File: src/inc/gpd_regs.svh
// Purpose: register offsets, field positions, reset values of the dual gpio port
// Assumes: indices are word indices, byte address = 4 * index
// Notes:   definitions only
`ifndef GPD_REGS_SVH
`define GPD_REGS_SVH

// ----------------------------------------
// register indices
// ----------------------------------------
`define GPD_IDX_A_DATA   8'h05
`define GPD_IDX_B_DATA   8'h06
`define GPD_IDX_OPTION   8'h81
`define GPD_IDX_A_DIR    8'h85
`define GPD_IDX_B_DIR    8'h86
`define GPD_IDX_ANALOG   8'h9f
`define GPD_IDX_INTCTL   8'ha0

// ----------------------------------------
// field positions
// ----------------------------------------
`define GPD_BIT_PULLUP_N 7
`define GPD_BIT_EDGE_SEL 6
`define GPD_BIT_CHG_FLAG 0
`define GPD_BIT_EXT_FLAG 1
`define GPD_BIT_A_INONLY 5

// ----------------------------------------
// reset values and masks
// ----------------------------------------
`define GPD_RST_DIR      8'hff
`define GPD_RST_OPTION   8'hff
`define GPD_RST_ANALOG   8'h00
`define GPD_RST_LATCH    8'h00
`define GPD_ANALOG_WMASK 8'hcf
`define GPD_ANALOG_ALLD  3'h3
`define GPD_RESP_OKAY    2'h0
`define GPD_RESP_SLVERR  2'h2

`endif

File: src/inc/gpd_pkg.sv
// Purpose: types shared by the dual gpio port files
// Assumes: nothing
// Notes:   offsets live in gpd_regs.svh
package gpd_pkg;
    // one register write handed from the bus front end
    typedef struct packed {
        logic [7:0] idx;
        logic [7:0] data;
        logic       strb;
    } gpd_wr_s;

    // read channel state, one-hot
    typedef enum logic [2:0] {
        RD_IDLE  = 3'b001,
        RD_FETCH = 3'b010,
        RD_RESP  = 3'b100
    } gpd_rd_e;
endpackage

File: src/hw/gpd_axil_slave.sv
// Purpose: axi4-lite slave front end, turns bus beats into register strobes
// Assumes: one write and one read outstanding at most
// Notes:   decode and read data come back from the parent combinationally
`timescale 1ns/1ps
`default_nettype none
`include "gpd_regs.svh"

module gpd_axil_slave
    import gpd_pkg::*;
(
    input  wire logic        clock,
    input  wire logic        rstN,
    input  wire logic [9:0]  awaddr,
    input  wire logic        awvalid,
    output logic             awready,
    input  wire logic [31:0] wdata,
    input  wire logic [3:0]  wstrb,
    input  wire logic        wvalid,
    output logic             wready,
    output logic [1:0]       bresp,
    output logic             bvalid,
    input  wire logic        bready,
    input  wire logic [9:0]  araddr,
    input  wire logic        arvalid,
    output logic             arready,
    output logic [31:0]      rdata,
    output logic [1:0]       rresp,
    output logic             rvalid,
    input  wire logic        rready,
    output gpd_wr_s          wrReq,
    output logic             wrFire,
    input  wire logic        wrHit,
    output logic [7:0]       rdIdx,
    output logic             rdFire,
    input  wire logic [7:0]  rdData,
    input  wire logic        rdHit
);
    // ----------------------------------------
    // write channel
    // ----------------------------------------
    logic    awHeld;            // address taken, not yet used
    logic    wHeld;             // data taken, not yet used
    gpd_rd_e rdState;           // read sequencer
    wire awTake = awvalid & awready;
    wire wTake  = wvalid & wready;
    wire bDone  = bvalid & bready;

    assign wrFire = awHeld & wHeld;

    // capture address and data in either order
    always_ff @(posedge clock or negedge rstN) begin
        if (!rstN) begin
            awready <= 1'b1;
            wready  <= 1'b1;
            awHeld  <= 1'b0;
            wHeld   <= 1'b0;
            bvalid  <= 1'b0;
            bresp   <= `GPD_RESP_OKAY;
            wrReq   <= '0;
        end else begin
            if (awTake) begin
                awready   <= 1'b0;
                awHeld    <= 1'b1;
                wrReq.idx <= awaddr[9:2];
            end
            if (wTake) begin
                wready     <= 1'b0;
                wHeld      <= 1'b1;
                wrReq.data <= wdata[7:0];
                wrReq.strb <= wstrb[0];
            end
            if (wrFire) begin       // register updated this cycle
                awHeld <= 1'b0;
                wHeld  <= 1'b0;
                bvalid <= 1'b1;
                bresp  <= wrHit ? `GPD_RESP_OKAY : `GPD_RESP_SLVERR;
            end
            if (bDone) begin        // reopen both channels
                bvalid  <= 1'b0;
                awready <= 1'b1;
                wready  <= 1'b1;
            end
        end
    end

    // ----------------------------------------
    // read channel
    // ----------------------------------------
    assign arready = rdState[0];
    assign rdFire  = rdState[1];

    // take address, fetch one cycle, answer
    always_ff @(posedge clock or negedge rstN) begin
        if (!rstN) begin
            rdState <= RD_IDLE;
            rdIdx   <= 8'h00;
            rvalid  <= 1'b0;
            rdata   <= 32'h0000_0000;
            rresp   <= `GPD_RESP_OKAY;
        end else begin
            case (rdState)
                RD_IDLE: begin
                    if (arvalid) begin
                        rdIdx   <= araddr[9:2];
                        rdState <= RD_FETCH;
                    end
                end
                RD_FETCH: begin
                    rdata   <= {24'h00_0000, rdData};
                    rresp   <= rdHit ? `GPD_RESP_OKAY : `GPD_RESP_SLVERR;
                    rvalid  <= 1'b1;
                    rdState <= RD_RESP;
                end
                RD_RESP: begin
                    if (rready) begin
                        rvalid  <= 1'b0;
                        rdState <= RD_IDLE;
                    end
                end
                default: rdState <= RD_IDLE;
            endcase
        end
    end
endmodule

`default_nettype wire

File: src/hw/gpd_port_top.sv
// Purpose: two 8-bit bidirectional gpio ports with change detect and ext irq
// Assumes: pins are asynchronous, registers reached over axi4-lite
// Notes:   pin drive, enables and pull-ups are registered, one cycle late
//
// Our own choice: the AXI4-Lite register port.
`timescale 1ns/1ps
`default_nettype none
`include "gpd_regs.svh"

module gpd_port_top
    import gpd_pkg::*;
#(
    parameter int PORT_W = 8        // bits per port
)
(
    input  wire logic              clock,
    input  wire logic              nrst,
    input  wire logic [9:0]        awaddr,
    input  wire logic              awvalid,
    output logic                   awready,
    input  wire logic [31:0]       wdata,
    input  wire logic [3:0]        wstrb,
    input  wire logic              wvalid,
    output logic                   wready,
    output logic [1:0]             bresp,
    output logic                   bvalid,
    input  wire logic              bready,
    input  wire logic [9:0]        araddr,
    input  wire logic              arvalid,
    output logic                   arready,
    output logic [31:0]            rdata,
    output logic [1:0]             rresp,
    output logic                   rvalid,
    input  wire logic              rready,
    input  wire logic [PORT_W-1:0] portAIn,
    output logic [PORT_W-1:0]      portAOut,
    output logic [PORT_W-1:0]      portAOe,
    input  wire logic [PORT_W-1:0] portBIn,
    output logic [PORT_W-1:0]      portBOut,
    output logic [PORT_W-1:0]      portBOe,
    output logic [PORT_W-1:0]      portBPullup,
    input  wire logic [PORT_W-1:0] periphOwnB,
    input  wire logic [PORT_W-1:0] periphDirB,
    input  wire logic              oscOwnsA,
    output logic                   portChangeFlag,
    output logic                   extIrqFlag,
    output logic                   wakeRequest
);
    // ----------------------------------------
    // reset release
    // ----------------------------------------
    logic [1:0] rstPipe;            // release synchroniser
    wire        rstN = rstPipe[1];  // design reset

    // two flops on the release edge
    always_ff @(posedge clock or negedge nrst) begin
        if (!nrst) begin
            rstPipe <= 2'b00;
        end else begin
            rstPipe <= {rstPipe[0], 1'b1};
        end
    end

    // ----------------------------------------
    // pin synchronisers
    // ----------------------------------------
    logic [PORT_W-1:0] aMeta;       // first stage, port a
    logic [PORT_W-1:0] aSync;       // port a pin levels
    logic [PORT_W-1:0] bMeta;       // first stage, port b
    logic [PORT_W-1:0] bSync;       // port b pin levels
    logic              b0Prev;      // b0 one cycle older
    logic [2:0]        primed;      // sync chain filled, no false edge

    // input buffer thresholds are pad cells; logic sees clean levels
    always_ff @(posedge clock or negedge rstN) begin
        if (!rstN) begin
            aMeta  <= '0;
            aSync  <= '0;
            bMeta  <= '0;
            bSync  <= '0;
            b0Prev <= 1'b0;
            primed <= 3'h0;
        end else begin
            aMeta  <= portAIn;
            aSync  <= aMeta;
            bMeta  <= portBIn;
            bSync  <= bMeta;
            b0Prev <= bSync[0];
            primed <= {primed[1:0], 1'b1};
        end
    end

    // ----------------------------------------
    // registers
    // ----------------------------------------
    logic [PORT_W-1:0] latchA;      // port a output latch
    logic [PORT_W-1:0] latchB;      // port b output latch
    logic [PORT_W-1:0] dirA;        // port a direction
    logic [PORT_W-1:0] dirB;        // port b direction
    logic [7:0]        optionReg;   // pull-up and edge controls
    logic [7:0]        analogCfg;   // analog pin configuration
    logic [3:0]        refB;        // upper nibble reference
    gpd_wr_s           wrReq;       // write from bus
    logic              wrFire;      // write strobe
    logic [7:0]        rdIdx;       // read index
    logic              rdFire;      // read strobe

    // ----------------------------------------
    // decode
    // ----------------------------------------
    wire hitAData  = wrReq.idx == `GPD_IDX_A_DATA;
    wire hitBData  = wrReq.idx == `GPD_IDX_B_DATA;
    wire hitOption = wrReq.idx == `GPD_IDX_OPTION;
    wire hitADir   = wrReq.idx == `GPD_IDX_A_DIR;
    wire hitBDir   = wrReq.idx == `GPD_IDX_B_DIR;
    wire hitAnalog = wrReq.idx == `GPD_IDX_ANALOG;
    wire hitIntctl = wrReq.idx == `GPD_IDX_INTCTL;
    wire wrHit     = hitAData | hitBData | hitOption | hitADir
                   | hitBDir | hitAnalog | hitIntctl;
    wire rdB       = rdFire & (rdIdx == `GPD_IDX_B_DATA);
    wire wrB       = wrFire & hitBData;

    // pcfg low code 011x makes all pins digital, else a4..a0 analog
    wire       allDigital = analogCfg[3:1] == `GPD_ANALOG_ALLD;
    wire [4:0] anaMask    = allDigital ? 5'h00 : 5'h1f;

    // port a reads: analog pins 0, bit 5 always pin
    wire [PORT_W-1:0] pinsA = aSync & ~{{(PORT_W-5){1'b0}}, anaMask};
    wire [PORT_W-1:0] pinsB = bSync;

    // direction bit 5 reads 1 whatever was written
    wire [PORT_W-1:0] dirARead = dirA | (8'h01 << `GPD_BIT_A_INONLY);

    // read-modify-write: unstrobed byte keeps pin levels
    wire [PORT_W-1:0] mergeA = wrReq.strb ? wrReq.data : pinsA;
    wire [PORT_W-1:0] mergeB = wrReq.strb ? wrReq.data : pinsB;

    // read data selection
    logic [7:0] rdData;
    wire [7:0] intctlRead = {6'h00, extIrqFlag, portChangeFlag};
    wire rdHit = (rdIdx == `GPD_IDX_A_DATA) | (rdIdx == `GPD_IDX_B_DATA)
               | (rdIdx == `GPD_IDX_OPTION) | (rdIdx == `GPD_IDX_A_DIR)
               | (rdIdx == `GPD_IDX_B_DIR) | (rdIdx == `GPD_IDX_ANALOG)
               | (rdIdx == `GPD_IDX_INTCTL);
    assign rdData = (rdIdx == `GPD_IDX_A_DATA) ? pinsA :
                    (rdIdx == `GPD_IDX_B_DATA) ? pinsB :
                    (rdIdx == `GPD_IDX_OPTION) ? optionReg :
                    (rdIdx == `GPD_IDX_A_DIR)  ? dirARead :
                    (rdIdx == `GPD_IDX_B_DIR)  ? dirB :
                    (rdIdx == `GPD_IDX_ANALOG) ? analogCfg :
                    (rdIdx == `GPD_IDX_INTCTL) ? intctlRead : 8'h00;

    // ----------------------------------------
    // effective directions
    // ----------------------------------------
    // peripheral ownership replaces the software direction
    wire [PORT_W-1:0] dirBEff = (dirB & ~periphOwnB) | (periphDirB & periphOwnB);
    // oscillator pins float when the oscillator owns them
    wire [PORT_W-1:0] dirAEff = dirARead | {oscOwnsA, oscOwnsA, 6'h00};

    // ----------------------------------------
    // register writes
    // ----------------------------------------
    // latches take the merged byte on every data write
    always_ff @(posedge clock or negedge rstN) begin
        if (!rstN) begin
            latchA    <= `GPD_RST_LATCH;
            latchB    <= `GPD_RST_LATCH;
            dirA      <= `GPD_RST_DIR;
            dirB      <= `GPD_RST_DIR;
            optionReg <= `GPD_RST_OPTION;    // pull-ups off
            analogCfg <= `GPD_RST_ANALOG;    // a4..a0 analog
        end else if (wrFire) begin
            if (hitAData) latchA <= mergeA;
            if (hitBData) latchB <= mergeB;
            if (hitADir && wrReq.strb) dirA <= wrReq.data;
            if (hitBDir && wrReq.strb) dirB <= wrReq.data;
            if (hitOption && wrReq.strb) optionReg <= wrReq.data;
            if (hitAnalog && wrReq.strb) begin
                analogCfg <= wrReq.data & `GPD_ANALOG_WMASK;
            end
        end
    end

    // ----------------------------------------
    // change detection
    // ----------------------------------------
    // only upper-nibble inputs take part
    wire [3:0] chgMis   = (pinsB[7:4] ^ refB) & dirBEff[7:4];
    wire       mismatch = |chgMis;
    wire       clrChg   = wrFire & hitIntctl & wrReq.strb
                        & ~wrReq.data[`GPD_BIT_CHG_FLAG];
    wire       clrExt   = wrFire & hitIntctl & wrReq.strb
                        & ~wrReq.data[`GPD_BIT_EXT_FLAG];
    // active edge: option bit 6 high selects rising
    wire       edgeSel  = optionReg[`GPD_BIT_EDGE_SEL];
    // no edge until sync and history hold real pin levels after reset
    wire       rawEdge  = edgeSel ? (bSync[0] & ~b0Prev) : (~bSync[0] & b0Prev);
    wire       extEdge  = primed[2] & rawEdge;

    // reference reloads on any port b access
    always_ff @(posedge clock or negedge rstN) begin
        if (!rstN) begin
            refB <= 4'h0;
        end else if (rdB || wrB) begin
            refB <= pinsB[7:4];
        end
    end

    // sticky flags; setting beats clearing
    always_ff @(posedge clock or negedge rstN) begin
        if (!rstN) begin
            portChangeFlag <= 1'b0;
            extIrqFlag     <= 1'b0;
            wakeRequest    <= 1'b0;
        end else begin
            portChangeFlag <= mismatch | (portChangeFlag & ~clrChg);
            extIrqFlag     <= extEdge | (extIrqFlag & ~clrExt);
            wakeRequest    <= mismatch | portChangeFlag;
        end
    end

    // ----------------------------------------
    // pin drive, one generate per bit
    // ----------------------------------------
    wire pullEnN = optionReg[`GPD_BIT_PULLUP_N];
    logic [PORT_W-1:0] next_aOe;
    logic [PORT_W-1:0] next_bOe;
    logic [PORT_W-1:0] next_pull;

    for (genvar i = 0; i < PORT_W; i++) begin : g_bit
        // direction 0 drives the latch, 1 floats
        assign next_aOe[i]  = ~dirAEff[i];
        assign next_bOe[i]  = ~dirBEff[i];
        // global enable, forced off on outputs
        assign next_pull[i] = ~pullEnN & dirBEff[i];
    end

    // registered pad controls
    always_ff @(posedge clock or negedge rstN) begin
        if (!rstN) begin
            portAOut    <= '0;
            portAOe     <= '0;
            portBOut    <= '0;
            portBOe     <= '0;
            portBPullup <= '0;
        end else begin
            portAOut    <= latchA;
            portAOe     <= next_aOe;
            portBOut    <= latchB;
            portBOe     <= next_bOe;
            portBPullup <= next_pull;
        end
    end

    // ----------------------------------------
    // bus front end
    // ----------------------------------------
    gpd_axil_slave u_bus (
        .clock   (clock),
        .rstN    (rstN),
        .awaddr  (awaddr),
        .awvalid (awvalid),
        .awready (awready),
        .wdata   (wdata),
        .wstrb   (wstrb),
        .wvalid  (wvalid),
        .wready  (wready),
        .bresp   (bresp),
        .bvalid  (bvalid),
        .bready  (bready),
        .araddr  (araddr),
        .arvalid (arvalid),
        .arready (arready),
        .rdata   (rdata),
        .rresp   (rresp),
        .rvalid  (rvalid),
        .rready  (rready),
        .wrReq   (wrReq),
        .wrFire  (wrFire),
        .wrHit   (wrHit),
        .rdIdx   (rdIdx),
        .rdFire  (rdFire),
        .rdData  (rdData),
        .rdHit   (rdHit)
    );
endmodule

`default_nettype wire

File: config.mk
export PLATFORM = sky130hd
export DESIGN_NAME = gpd_port_top
export DESIGN_NICKNAME = d
export VERILOG_FILES = /design/src/inc/gpd_pkg.sv /design/src/hw/gpd_axil_slave.sv /design/src/hw/gpd_port_top.sv
export VERILOG_INCLUDE_DIRS = /design/src /design/src/inc
export SDC_FILE = /design/constraint.sdc
export NUM_CORES = 1
export LEC_CHECK = 0
export BUFFER_PORTS_ARGS = -buffer_cell sky130_fd_sc_hd__buf_2
export CORE_ASPECT_RATIO = 0.6
export CORE_MARGIN = 3
export CORE_UTILIZATION = 49
export CTS_BUF_LIST = sky130_fd_sc_hd__clkbuf_4
export CTS_CLUSTER_SIZE = 8
export DETAILED_ROUTE_END_ITERATION = 6
export PLACE_DENSITY = 0.79
export SLEW_MARGIN = 10
export SYNTH_ARGS = -nofsm -noshare
export SYNTH_HDL_FRONTEND = slang
export SYNTH_SLANG_ARGS = --single-unit
File: constraint.sdc
create_clock -name clock -period 5.2 [get_ports clock]
set_clock_uncertainty 0.2 [all_clocks]
set_input_delay 0 -clock clock [delete_from_list [all_inputs] [get_ports clock]]
set_output_delay 0 -clock clock [all_outputs]
set_load 0.005 [all_outputs]
==> flow_summary.toml <==
[status]
run_status = "finished, final reports clean"

[detailed_routing]
wirelength_mm = 19.4
first_pass_iters = 5
viasPerCell = 5.26
wl_per_cell_um = 19.3
dr_total_vias = 5294
drc = 0
drtIter0Drc = 357
drtAntennaViolNets = 0

[final_layout]
drive_above_1_share_pct = 30.9
finalNetCount = 896
area_delta_synth_final_pct = 33.6

[clock_network]
clk_latency_ps = 570
h-tree-depth = 4
cts_sinks = 173
post_cts_resized = 0
cts_tree = "yes"
post_cts_buffers = 0
cts.reportedPaths.clkPinSlew_ps = 140
cts_buffers = 17
cts.path.max_buffers = 2
cts_root_buf = "clkbuf_4"

[place]
gp_congestion = 0.937
hpwl_mm = 12.2
io_buffers = 121

[synth]
ys_ff_latch = 173
netlist_instances = 547
synthMostInstantiatedCell = "dfrtp_1"
synth_warnings = 0
synth.avg_cell_area_um2 = 12.8
ys_seq_area_share_pct = 62.4
synth_top_cell_by_area = "dfrtp_1"
synthTopCellsByArea = "dfrtp_1 (53%), mux2_2 (9.8%), dfstp_2 (9.8%)"
ys_types = 56
synth_ff_type = "dfrtp_1"
async_reset_ff_share_pct = 100
netlist_top_cells_count = "dfrtp_1 (147), mux2_2 (61), nand2_1 (43), o21ai_0 (28), buf_4 (27)"
synth-edff-count = 0
yosys.area.top_type_share_pct = 52.7
syn_area_um2 = 6990

[worst_setup_path]
worst-r2r-cell-count = 4
crit_path_start = "u_bus.rdIdx[2]"
arrival_ps = 3210
rr_endpoint = "refB[3]"
ff2ff_setup_slack_ps = 2240
cp_max_fo = 19
cp_data_required_time_ps = 5440
endpoint_kind = "flip-flop"
rr_startpoint = "u_bus.rdIdx[2]"
worstSetupPathType = "flip-flop to flip-flop"
worstSetupStartpointType = "flip-flop"

[timing]
min_period_ps = 2960
finalCritPeriodShare_pct = 57.0
setup_tns_ps = 0
hold_viol = 0
slew_viol_final = 0
finalSetupViolations = 0
max_slew_margin_pct = 30.5
fmax_mhz = 337
rsz0062_at_grt = "false"
tightest_slew_ps = 1030

[power_and_ir_drop]
p_total_uw = 3720
p_leak_uw = 0.00427
powerDensity_nw_per_um2 = 398
peakVddDrop_mv = 0.295

[grt]
antenna_found_initial = 0
grt.overflow.total = 0
grtUsageTotal_pct = 25.4
grt_pass1_vias = 5516
grt_pass1_wl_mm = 30.8
grt_max_degree = 61

[floorplan]
io-pin-count = 180
chipWidth_um = 160
die_area_um2 = 15800
die_h_um = 98.5
num_rows = 33
start_util_pct = 50.7
core-area_um2 = 13800

[job]
maxCapViolCount = 0

[hold_path]
whs_path_depth = 3
min_to = "portBOe[7]"
min_from = "periphOwnB[7]"
hold_class = "primary input to flip-flop"
-- per-layer routing --
layer | vias to the layer above | track usage (%) | share of wire (%)
met5 | - | 0 | 0
met4 | 0 | 6.27 | 1.2
met3 | 26 | 6.59 | 7.0
met2 | 196 | 40.6 | 47
met1 | 2694 | 35.2 | 45
li1 | 2378 | - | -
-- cells by family after synthesis --
kind of cell | count (synthesis) | synth area share [%]
other cells | 2 | 0.108
xor+xnor | 5 | 0.627
simple gates | 133 | 10.6
mux | 87 | 13.6
compound gates | 83 | 7.59
buf+inv | 64 | 5.03
flops | 173 | 62.4
-- registers in the layout, indices dropped and copies added, names as in the netlist, 8 cells and up --
name,count
portBOe,8
portAOut,8
latchA,8
u_bus.rdata,8
dirB,8
bSync,8
aMeta,8
latchB,8
portBOut,8
bMeta,8
u_bus.rdIdx,8
optionReg,8
portBPullup,8
u_bus.wrReq,17
aSync,8
-- power breakdown --
group / total, µW / switching, µW / internal, µW
combinational: 839 / 360 / 479
clock: 941 / 494 / 447
sequential: 1940 / 387 / 1550
-- metrics by stage --
step	setup slack, ps	utilization, %	hold WS [ps]	std cells	area, µm²
after floorplan	2170	-	-496	574	7090
after global placement	2300	55.6	-412	843	7670
after detailed placement	2280	55.6	-407	843	7670
after CTS	2270	67.7	6.99	1005	9330
after global routing	2080	67.7	20.3	1005	9330
final	2240	67.7	44.3	1006	9340
-- final cells by class --
type / count / area (µm²)
timing repair buffer: 253 / 1920
fill: 991 / 4460
antenna: 1 / 2.50
inverter: 18 / 67.6
clock buffer: 18 / 135
multi-input combinational: 337 / 2370
tap: 192 / 240
clock inverter: 14 / 229
sequential: 173 / 4370
-- cell usage in the layout (no fill, tap or decap), types with 3 or more instances in the layout --
master and n:
dfstp_2 26, nand4b_1 7, conb_1 29, inv_1 18, nor3_1 9, nor2b_1 4, o21ai_0 28, a31oi_1 7
dlygate4sd3_1 130, o31ai_1 5, clkbuf_4 18, nand2_1 43, nand3b_1 4, dfrtp_1 146, nor4bb_1 3, a211oi_1 4
nand2b_1 5, inv_8 3, and3_1 3, nand4_1 5, o2bb2ai_1 5, xnor2_1 4, o22ai_1 3, nor2_1 21
a21o_1 5, a21oi_1 14, buf_2 121, bufinv_16 5, mux2_2 61, nand3_1 5, a2bb2oi_1 4, mux2i_1 26
-- what timing repair did --
item / 4_1_cts / 5_1_grt
hold buffers: 130 / 0
endpoints found under the hold margin: 72 / 0
setup endpoints to repair: 0 / 0
-- worst max-delay path by stage --
stage | end | cells after the start
6_report | refB[3] | 4
5_1_grt | refB[3] | 4
4_1_cts | refB[3] | 4
3_5_place_dp | refB[3] | 4
3_3_place_gp | refB[0] | 4
2_1_floorplan | aMeta[0] | 0
-- critical path, stage by stage, from the launching register on --
cell,delay [ps]
dfrtp_1,820
nor4bb_1,960
nand3_1,250
nand2_1,230
mux2_2,390
No activity file was read; power rests on OpenSTA's default activity.
